`src/touch_recal_pkg.sv`:
```
// Constants, types and register map of the group timing and recal block
package touch_recal_pkg;
    // ----------------------------------------------------------------
    // Register offsets
    // ----------------------------------------------------------------
    localparam logic [7:0] ADDR_HOLD_CFG   = 8'h23;
    localparam logic [7:0] ADDR_SLIDE_CFG  = 8'h24;
    localparam logic [7:0] ADDR_AUTO_RECAL = 8'h25;
    localparam logic [7:0] ADDR_FORCE      = 8'h26;
    localparam logic [7:0] ADDR_GRP_FORCE  = 8'h46;
    // ----------------------------------------------------------------
    // Reset values and field positions
    // ----------------------------------------------------------------
    localparam logic [7:0] RST_HOLD_CFG    = 8'h47;
    localparam logic [7:0] RST_SLIDE_CFG   = 8'hD4;
    localparam logic [7:0] RST_AUTO_RECAL  = 8'hFF;
    localparam logic [7:0] RST_FORCE       = 8'h00;
    localparam int HOLD_RPT_LSB   = 4;
    localparam int MIN_PRESS_LSB  = 0;
    localparam int MAX_DUR_LSB    = 4;
    localparam int SLIDE_RPT_LSB  = 0;
    localparam int GROUP_BIT      = 7;
    localparam int NUM_CH         = 14;
    localparam int GRP_LO         = 8;
    // ----------------------------------------------------------------
    // Timing
    // ----------------------------------------------------------------
    localparam int CLK_KHZ        = 200000;
    localparam int TICK_MS        = 35;
    localparam int TICK_CYCLES    = TICK_MS * CLK_KHZ;
    localparam int RECAL_MAX_MS   = 600;
    localparam int RECAL_TICKS    = RECAL_MAX_MS / TICK_MS;
    localparam int ANALOG_TICKS   = 8;
    localparam int DIGITAL_TICKS  = RECAL_TICKS - ANALOG_TICKS;
    localparam int MAX_DUR_MS [16] = '{560, 840, 1120, 1400, 1680, 2240,
        2800, 3360, 3920, 4480, 5600, 6720, 7840, 8906, 10080, 11200};
    // ----------------------------------------------------------------
    // Types
    // ----------------------------------------------------------------
    typedef struct packed {
        logic       wr;
        logic       rd;
        logic [7:0] addr;
        logic [7:0] data;
    } reg_req_t;
    typedef enum logic [1:0] {
        CAL_IDLE,
        CAL_ANALOG,
        CAL_DIGITAL,
        CAL_BLOCKED
    } cal_state_t;
endpackage

```
`src/touch_group_recal_ctrl.sv`:
```
// Group timing, tap/hold classification and recalibration control
// Summary of operation
// - Hold register upper nibble sets hold repeat interval, reset 0100b.
// - Repeat codes give 35 ms steps from 35 ms to 560 ms.
// - Group touch longer than min-press time is press-and-hold; reset 280 ms.
// - Group touch no longer than min-press time is a tap.
// - Min-press code n means (n+1) times 35 ms.
// - Min-press timing ignores slides; slides are separate events.
// - Slide register upper nibble sets group max press time, reset 1101b.
// - Slide register lower nibble sets base slide repeat interval, 0100b.
// - Auto recal bit 7 enables group auto recal; register resets all ones.
// - Auto recal bits 6..0 permit auto recal of inputs 7..1.
// - Auto recal enable ignored for sensors not sampled.
// - Group auto recal off; host may still force group recal.
// - Forced recal bit starts recal, self-clears when done; resets zero.
// - Group forced register bits 6..0 cover inputs 14..8; bit 7 unused.
// - Group forced bit recals all grouped, clears after all succeed.
// - Forced recal runs analog phase, then digital base capture.
// - During recal no presses reported, base counts invalid, 600 ms max.
// - A press during recal invalidates it, except in a max-duration recal.
// - Press past max duration restarts recal when enabled; 1101 is 8906 ms.
// - Repeat enabled: hold irq at detection and every repeat interval.
module touch_group_recal_ctrl
    import touch_recal_pkg::*;
#(
    parameter int TICK_DIV = TICK_CYCLES
) (
    input  wire logic              sys_clk,
    input  wire logic              resetn,
    input  wire reg_req_t          regReq,
    output logic [7:0]             regRdData,
    input  wire logic [NUM_CH:1]   rawTouch,
    input  wire logic [NUM_CH:1]   sensorEnable,
    input  wire logic              groupRepeatEnable,
    input  wire logic              groupMaxPressRecalEnable,
    output logic [NUM_CH:1]        reportedTouch,
    output logic [NUM_CH:1]        baseCountValid,
    output logic [NUM_CH:1]        calAnalogActive,
    output logic [NUM_CH:1]        calDigitalActive,
    output logic [NUM_CH:1]        autoRecalPermit,
    output logic                   groupTap,
    output logic                   groupPressHold,
    output logic                   groupHoldIrq,
    output logic [4:0]             slideBaseTicks
);
    // ----------------------------------------------------------------
    // Common 35 ms tick
    // ----------------------------------------------------------------
    logic [31:0] divCnt_q, divCnt_d;
    logic        tick;
    always_comb begin
        tick     = (divCnt_q == 32'(TICK_DIV - 1));
        divCnt_d = tick ? 32'h0 : divCnt_q + 32'h1;
    end
    always_ff @(posedge sys_clk) begin
        if (!resetn) divCnt_q <= 32'h0;
        else         divCnt_q <= divCnt_d;
    end

    function automatic logic [4:0] codeTicks(input logic [3:0] code);
        return {1'b0, code} + 5'h1;
    endfunction

    // ----------------------------------------------------------------
    // Registers
    // ----------------------------------------------------------------
    logic [7:0]        holdCfg_q, holdCfg_d, slideCfg_q, slideCfg_d;
    logic [7:0]        autoCfg_q, autoCfg_d, force_q, force_d;
    logic [6:0]        grpForce_q, grpForce_d, grpPend_q, grpPend_d;
    logic [7:0]        rdData_q, rdData_d;
    logic [NUM_CH:1]   calOk, forceReq, calBusy;
    always_comb begin
        holdCfg_d  = holdCfg_q;
        slideCfg_d = slideCfg_q;
        autoCfg_d  = autoCfg_q;
        force_d    = {1'b0, force_q[6:0] & ~calOk[7:1]};
        grpForce_d = grpForce_q & ~calOk[NUM_CH:GRP_LO];
        grpPend_d  = grpPend_q & ~calOk[NUM_CH:GRP_LO];
        rdData_d   = rdData_q;
        // A write lands after the hardware clear, so a set wins
        if (regReq.wr) begin
            if (regReq.addr == ADDR_HOLD_CFG) begin
                holdCfg_d = regReq.data;
            end else if (regReq.addr == ADDR_SLIDE_CFG) begin
                slideCfg_d = regReq.data;
            end else if (regReq.addr == ADDR_AUTO_RECAL) begin
                autoCfg_d = regReq.data;
            end else if (regReq.addr == ADDR_FORCE) begin
                force_d   = {1'b0, regReq.data[6:0]};
                grpPend_d = {7{regReq.data[GROUP_BIT]}};
            end else if (regReq.addr == ADDR_GRP_FORCE) begin
                grpForce_d = regReq.data[6:0];
            end
        end
        if (regReq.rd) begin
            if (regReq.addr == ADDR_HOLD_CFG)        rdData_d = holdCfg_q;
            else if (regReq.addr == ADDR_SLIDE_CFG)  rdData_d = slideCfg_q;
            else if (regReq.addr == ADDR_AUTO_RECAL) rdData_d = autoCfg_q;
            else if (regReq.addr == ADDR_FORCE)
                rdData_d = {|grpPend_q, force_q[6:0]};
            else if (regReq.addr == ADDR_GRP_FORCE)
                rdData_d = {1'b0, grpForce_q};
            else rdData_d = 8'h00;
        end
    end
    always_ff @(posedge sys_clk) begin
        if (!resetn) begin
            holdCfg_q  <= RST_HOLD_CFG;
            slideCfg_q <= RST_SLIDE_CFG;
            autoCfg_q  <= RST_AUTO_RECAL;
            force_q    <= RST_FORCE;
            grpForce_q <= RST_FORCE[6:0];
            grpPend_q  <= RST_FORCE[6:0];
            rdData_q   <= 8'h00;
        end else begin
            holdCfg_q  <= holdCfg_d;
            slideCfg_q <= slideCfg_d;
            autoCfg_q  <= autoCfg_d;
            force_q    <= force_d;
            grpForce_q <= grpForce_d;
            grpPend_q  <= grpPend_d;
            rdData_q   <= rdData_d;
        end
    end
    assign regRdData      = rdData_q;
    assign forceReq       = {grpForce_q | grpPend_q, force_q[6:0]};
    assign slideBaseTicks = codeTicks(slideCfg_q[SLIDE_RPT_LSB +: 4]);
    // Auto recal itself runs in the sampler; here only the permission
    assign autoRecalPermit = sensorEnable &
        {{7{autoCfg_q[GROUP_BIT]}}, autoCfg_q[6:0]};
    assign reportedTouch = rawTouch & sensorEnable & ~calBusy;

    // ----------------------------------------------------------------
    // Group press timing
    // ----------------------------------------------------------------
    logic [8:0] holdCnt_q, holdCnt_d;
    logic [4:0] rptCnt_q, rptCnt_d;
    logic       grpTouch_q, phSeen_q, phSeen_d, mdDone_q, mdDone_d;
    logic       grpTouch, mdTrig, rptPulse;
    logic [8:0] maxTicks;
    logic [4:0] minTicks, rptTicks;
    // Slides are judged elsewhere and never touch these counters
    always_comb begin
        grpTouch  = |reportedTouch[NUM_CH:GRP_LO];
        minTicks  = codeTicks(holdCfg_q[MIN_PRESS_LSB +: 4]);
        rptTicks  = codeTicks(holdCfg_q[HOLD_RPT_LSB +: 4]);
        maxTicks  = 9'(MAX_DUR_MS[slideCfg_q[MAX_DUR_LSB +: 4]]
                       / TICK_MS);
        holdCnt_d = holdCnt_q;
        rptCnt_d  = rptCnt_q;
        phSeen_d  = phSeen_q;
        mdDone_d  = mdDone_q;
        groupPressHold = 1'b0;
        rptPulse  = 1'b0;
        mdTrig    = 1'b0;
        groupTap  = grpTouch_q && !grpTouch && !phSeen_q;
        if (!grpTouch) begin
            holdCnt_d = 9'h0;
            rptCnt_d  = 5'h0;
            phSeen_d  = 1'b0;
            mdDone_d  = 1'b0;
        end else if (tick) begin
            if (holdCnt_q != 9'h1FF) holdCnt_d = holdCnt_q + 9'h1;
            if (!phSeen_q && holdCnt_q == {4'h0, minTicks}) begin
                groupPressHold = 1'b1;
                phSeen_d = 1'b1;
            end
            if (phSeen_q) begin
                rptPulse = (rptCnt_q == rptTicks - 5'h1);
                rptCnt_d = rptPulse ? 5'h0 : rptCnt_q + 5'h1;
            end
            // Same convention as min-press: full ticks must have passed
            if (groupMaxPressRecalEnable && !mdDone_q &&
                holdCnt_q >= maxTicks) begin
                mdTrig   = 1'b1;
                mdDone_d = 1'b1;
            end
        end
        groupHoldIrq = groupPressHold ||
                       (groupRepeatEnable && rptPulse);
    end
    always_ff @(posedge sys_clk) begin
        if (!resetn) begin
            holdCnt_q  <= 9'h0;
            rptCnt_q   <= 5'h0;
            grpTouch_q <= 1'b0;
            phSeen_q   <= 1'b0;
            mdDone_q   <= 1'b0;
        end else begin
            holdCnt_q  <= holdCnt_d;
            rptCnt_q   <= rptCnt_d;
            grpTouch_q <= grpTouch;
            phSeen_q   <= phSeen_d;
            mdDone_q   <= mdDone_d;
        end
    end

    // ----------------------------------------------------------------
    // Per-sensor recalibration sequencer
    // ----------------------------------------------------------------
    for (genvar i = 1; i <= NUM_CH; i++) begin : g_ch
        cal_state_t st_q, st_d;
        logic [4:0] cnt_q, cnt_d;
        logic       keep_q, keep_d, abort, md;
        // Max-duration recal must calibrate under the held finger
        assign md    = mdTrig && (i >= GRP_LO) && rawTouch[i];
        assign abort = rawTouch[i] && !keep_q;
        assign calOk[i] = (st_q == CAL_DIGITAL) && tick && !abort &&
                          (cnt_q == 5'(DIGITAL_TICKS - 1));
        always_comb begin
            st_d   = st_q;
            cnt_d  = tick ? cnt_q + 5'h1 : cnt_q;
            keep_d = keep_q;
            case (st_q)
                CAL_IDLE: begin
                    cnt_d  = 5'h0;
                    keep_d = md;
                    if (md || forceReq[i]) st_d = CAL_ANALOG;
                end
                CAL_ANALOG: begin
                    if (abort) begin
                        st_d = CAL_BLOCKED;
                    end else if (tick &&
                                 cnt_q == 5'(ANALOG_TICKS - 1)) begin
                        st_d  = CAL_DIGITAL;
                        cnt_d = 5'h0;
                    end
                end
                CAL_DIGITAL: begin
                    if (abort)      st_d = CAL_BLOCKED;
                    else if (calOk[i]) st_d = CAL_IDLE;
                end
                default: begin
                    cnt_d = 5'h0;
                    if (!rawTouch[i]) st_d = CAL_IDLE;
                end
            endcase
        end
        always_ff @(posedge sys_clk) begin
            if (!resetn) begin
                st_q   <= CAL_IDLE;
                cnt_q  <= 5'h0;
                keep_q <= 1'b0;
            end else begin
                st_q   <= st_d;
                cnt_q  <= cnt_d;
                keep_q <= keep_d;
            end
        end
        assign calAnalogActive[i]  = (st_q == CAL_ANALOG);
        assign calDigitalActive[i] = (st_q == CAL_DIGITAL);
        assign calBusy[i]          = (st_q == CAL_ANALOG) ||
                                     (st_q == CAL_DIGITAL);
        assign baseCountValid[i]   = (st_q == CAL_IDLE);
    end

    // ----------------------------------------------------------------
    // Assertions
    // ----------------------------------------------------------------
    property p_rst_hold;
        @(posedge sys_clk) $rose(resetn) |-> holdCfg_q == RST_HOLD_CFG;
    endproperty
    a_rst_hold: assert property (p_rst_hold)
        else $error("hold config reset value wrong");
    property p_force_clear;
        @(posedge sys_clk) disable iff (!resetn)
        calOk[1] && !regReq.wr |=> !force_q[0];
    endproperty
    a_force_clear: assert property (p_force_clear)
        else $error("forced bit not cleared after recal");
    property p_no_report;
        @(posedge sys_clk) disable iff (!resetn)
        (calBusy & reportedTouch) == '0;
    endproperty
    a_no_report: assert property (p_no_report)
        else $error("touch reported during recal");
    property p_abort;
        @(posedge sys_clk) disable iff (!resetn)
        g_ch[13].st_q == CAL_ANALOG && rawTouch[13] && !g_ch[13].keep_q
        |=> g_ch[13].st_q == CAL_BLOCKED
        ##1 (grpForce_q[5] || grpPend_q[5]);
    endproperty
    a_abort: assert property (p_abort)
        else $error("press did not invalidate recal");
    property p_tap;
        @(posedge sys_clk) disable iff (!resetn)
        groupTap |-> $past(holdCnt_q) <= {4'h0, minTicks} && !phSeen_q;
    endproperty
    a_tap: assert property (p_tap)
        else $error("tap after press-and-hold time");
    property p_hold;
        @(posedge sys_clk) disable iff (!resetn)
        groupPressHold |-> tick && holdCnt_q == {4'h0, minTicks}
        ##1 phSeen_q;
    endproperty
    a_hold: assert property (p_hold)
        else $error("press-and-hold at wrong time");
    property p_group_pend;
        @(posedge sys_clk) disable iff (!resetn)
        grpPend_q[0] && !calOk[GRP_LO] && !regReq.wr |=> grpPend_q[0];
    endproperty
    a_group_pend: assert property (p_group_pend)
        else $error("group forced bit cleared early");
    property p_permit;
        @(posedge sys_clk) disable iff (!resetn)
        (autoRecalPermit & ~sensorEnable) == '0;
    endproperty
    a_permit: assert property (p_permit)
        else $error("auto recal permitted on unsampled sensor");
    property p_repeat;
        @(posedge sys_clk) disable iff (!resetn)
        groupHoldIrq && !groupPressHold |-> groupRepeatEnable && phSeen_q;
    endproperty
    a_repeat: assert property (p_repeat)
        else $error("repeat irq without enabled hold");
endmodule

```
`config.mk`:
```
export PLATFORM = sky130hd
export DESIGN_NAME = touch_group_recal_ctrl
export DESIGN_NICKNAME = d
export VERILOG_FILES = /design/src/touch_recal_pkg.sv /design/src/touch_group_recal_ctrl.sv
export SDC_FILE = /design/constraint.sdc
export NUM_CORES = 1
export LEC_CHECK = 0
export BUFFER_PORTS_ARGS = -buffer_cell sky130_fd_sc_hd__clkbuf_2
export CORE_ASPECT_RATIO = 0.6
export CORE_MARGIN = 2
export CORE_UTILIZATION = 62
export CTS_BUF_LIST = sky130_fd_sc_hd__clkbuf_4
export DETAILED_ROUTE_END_ITERATION = 16
export PLACE_DENSITY = 0.79
export SLEW_MARGIN = 10
export SYNTH_ARGS = -nofsm -noshare
export SYNTH_HDL_FRONTEND = slang
export SYNTH_SLANG_ARGS = --single-unit
```
`constraint.sdc`:
```
create_clock -name sys_clk -period 12 [get_ports sys_clk]
set_input_delay 1.2 -clock sys_clk [delete_from_list [all_inputs] [get_ports sys_clk]]
set_output_delay 1.2 -clock sys_clk [all_outputs]
set_load 0.01 [all_outputs]
```
==> metrics.txt <==
run status=completed; Tightest Pin Transition=~1100 ps; crit path kind=reg -> reg; WL final=between 40 and 50 mm; H-tree lvl count=2; top cell type's share of synthesized area=0.2863; family with the most delay on the worst path=compound AO/OA/AOI/OAI gates; predominant post-synthesis flop cell=dfxtp_1; crit path DAT=between 10000 and 15000 ps; largest area contributor in the netlist=dfxtp_1; Die Y=about 120 µm; Die X=201.3 µm; die area=between 20000 and 25000 µm²; nets@finish=2143; hold_buf cts=0; cell area after synthesis=between 10000 and 15000 µm²; Hold WC Path Type=reg -> reg; I/O Buffers=135; Setup Skew=between 70 and 80 ps; Clock Pin Slew Worst Setup and Hold Paths=70 ps; Avg Inst Size Synth=between 7 and 8 µm²; share of cells above drive strength 1=0.1675; dpl cells=2234; initial antenna violation count=0; Worst slew margin=0.2974; Vias/cell=~6.2; post-synthesis sequential area ratio=0.2863; fin area=around 16000 µm²; count of cell types in the netlist=about 120; VDD IR-drop max=around 85 µV; drt drc=0; FILL cells=roughly 2000; Congestion Overflow GR=0; crit path buf inv count=5; Inserted Diodes=0; core area=roughly 23000 µm²; post-detail-place hpwl=roughly 30 mm; Slowest cell on crit path=or4_4; register-to-register setup slack=roughly 520 ps; most area-consuming cells after synthesis=dfxtp_1 29%, ha_1 9.6%, nand2_1 5.0%; Final setup viols=0; first-pass GRT wire length=between 60 and 70 mm; Clock Latency Late Sink=700 ps; vias=roughly 14000; period utilization=0.9563; Ys Warns=0; Leakage=0.006476 µW; Finished Core Util=0.7054; TritonCTS clock tree=done; Max Root-Sink Buffers=3; synthesized flop and latch total=between 200 and 250; reg2reg start=slideCfg_q[5]; final hold viol count=0; Pins Over Slew Limit=0; antenna-violating nets left=0; WL/cell=approximately 17 µm; vias in the first global route=12730; Mapped Nets=approximately 2000; hold slack=469.7 ps; maximum clock frequency=just under 0.09 GHz; Syn Inst Count=approximately 1800; Pre-antenna DRT Iters=7; PD cells=between 90 and 100 nW/µm²; R2R Path End=g_ch[11].st_q[1]; beginning of the worst hold path=g_ch[8].keep_q; number of clock sinks=between 200 and 250; Setup crit start kind=flop; Final min period=between 10000 and 15000 ps; most common library cells after synthesis=207 x dfxtp_1, 191 x nand2_1, 182 x nor2_1; Top Ports=roughly 140; Finished Layout Cells=about 2300; global-route usage over all layers=0.3208; DRT iter0 DRCs=around 1500; Worst Hold Depth=2; number of buffers created by CTS=50; Core Rows=43; Setup crit end kind=flop; crit path max fanout=12; root buf cell=clkbuf_4; synth-to-layout area growth=12.20%; worst r2r path cells=a little under 60; ys async rst share=0; WHS Endpoint=g_ch[8].keep_q; crit-path max cell delay=540 ps; Starting Density=0.6287; MaxCap Viol Count=0; placed cell areas=between 15000 and 20000 µm²; Final TNS setup=0 ps; RD Place Congestion=0.9818; top-count cell post-synth=dfxtp_1; Worst Path Required=between 10000 and 15000 ps; largest net degree at the start of global routing=59; RSZ-0062 raised after global routing=yes; Post-synth EDFFs=0
[logic make-up after synthesis]
| logic type | after synthesis | share of synthesized area |
|---|---|---|
| fa+ha+maj | 111 | 0.09594 |
| simple gates | 763 | 0.2647 |
| flops | 207 | 0.2863 |
| buf+inv | 170 | 0.04710 |
| compound gates | 421 | 0.2044 |
| xor+xnor | 115 | 0.07105 |
| mux | 40 | 0.03060 |
[state kept, by name (all words and copies together), names as in the netlist]
name and count:
autoCfg_q 8, divCnt_q 32, force_q 7, g_ch.cnt_q 70
g_ch.keep_q 7, g_ch.st_q 28, grpForce_q 7, grpPend_q 7
grpTouch_q 1, holdCfg_q 8, holdCnt_q 9, mdDone_q 1
phSeen_q 1, regRdData 8, rptCnt_q 5, slideCfg_q 8
[layout by cell type (no fill, tap or decap), types with 36 or more instances in the layout]
| cell | n |
|---|---|
| dfxtp_1 | 204 |
| nand2_1 | 191 |
| nor2_1 | 180 |
| clkbuf_2 | 135 |
| a21oi_1 | 126 |
| ha_1 | 109 |
| inv_1 | 101 |
| nand3_1 | 99 |
| clkbuf_4 | 70 |
| xor2_1 | 69 |
| o21ai_0 | 66 |
| nand4_1 | 55 |
| xnor2_1 | 43 |
| nor3_1 | 39 |
| and3_1 | 36 |
[per-stage QoR]
stage	worst slack (ps)	total power, µW
3_5_place_dp	-250.9	1055
4_1_cts	4.212	1611
2_1_floorplan	1040	953.0
3_3_place_gp	276.4	1047
6_report	523.8	1610
5_1_grt	-133.5	1694
[how the worst max path moves through the flow]
stage,startpoint,to,slack (ps),depth (start not counted)
finish,slideCfg_q[5],g_ch[11].st_q[1],520,58
global route,slideCfg_q[5],g_ch[10].st_q[0],-130,58
CTS,slideCfg_q[5],g_ch[11].st_q[1],4,58
detailed placement,slideCfg_q[4],g_ch[8].st_q[1],-250,57
global placement,slideCfg_q[4],g_ch[10].st_q[1],280,56
floorplan,slideCfg_q[5],g_ch[10].st_q[1],1040,59
[power by group]
| group | internal (µW) | switching, µW | leakage, µW | total (µW) |
|---|---|---|---|---|
| combinational | 130 | 203 | 0.00445 | 334 |
| sequential | 702 | 17.9 | 0.00167 | 720 |
| clock | 271 | 286 | 0.000356 | 557 |
[metal layers]
metal,wire [µm],part of all wire,track usage,vias to the layer above
met4,721,0.018,0.07353,0
li1,-,-,-,6916
met2,16480,0.41,0.4619,686
met5,0,0,0,-
met1,19040,0.47,0.4813,6768
met3,4267,0.11,0.07568,73
[worst reg2reg max path: cells and delay by family (launching register included)]
kind,cells,cell delay [ps]
buffers and inverters,5,560
multiplexers,2,600
AND/OR/NAND/NOR,20,3440
flip-flops,1,400
AO/OA/AOI/OAI,23,4620
adder cells (fa/ha/maj),6,1460
XOR/XNOR,2,360
[final cells by class]
cell class	count	area [µm²]	area share
tap	315	394.1	0.02426
clock inverter	18	78.83	0.004853
sequential	207	4150	0.2555
inverter	109	410.4	0.02527
multi-input combinational	1450	9791	0.6028
timing repair buffer	164	893.4	0.05500
clock buffer	70	525.5	0.03235
[timing repair]
action,4_1_cts,5_1_grt
endpoints found under the setup margin,12,21
pin swaps,1,6
setup buffers,3,8
cloned,0,0
gates resized for setup,7,33
No activity file was read; power rests on OpenSTA's default activity.
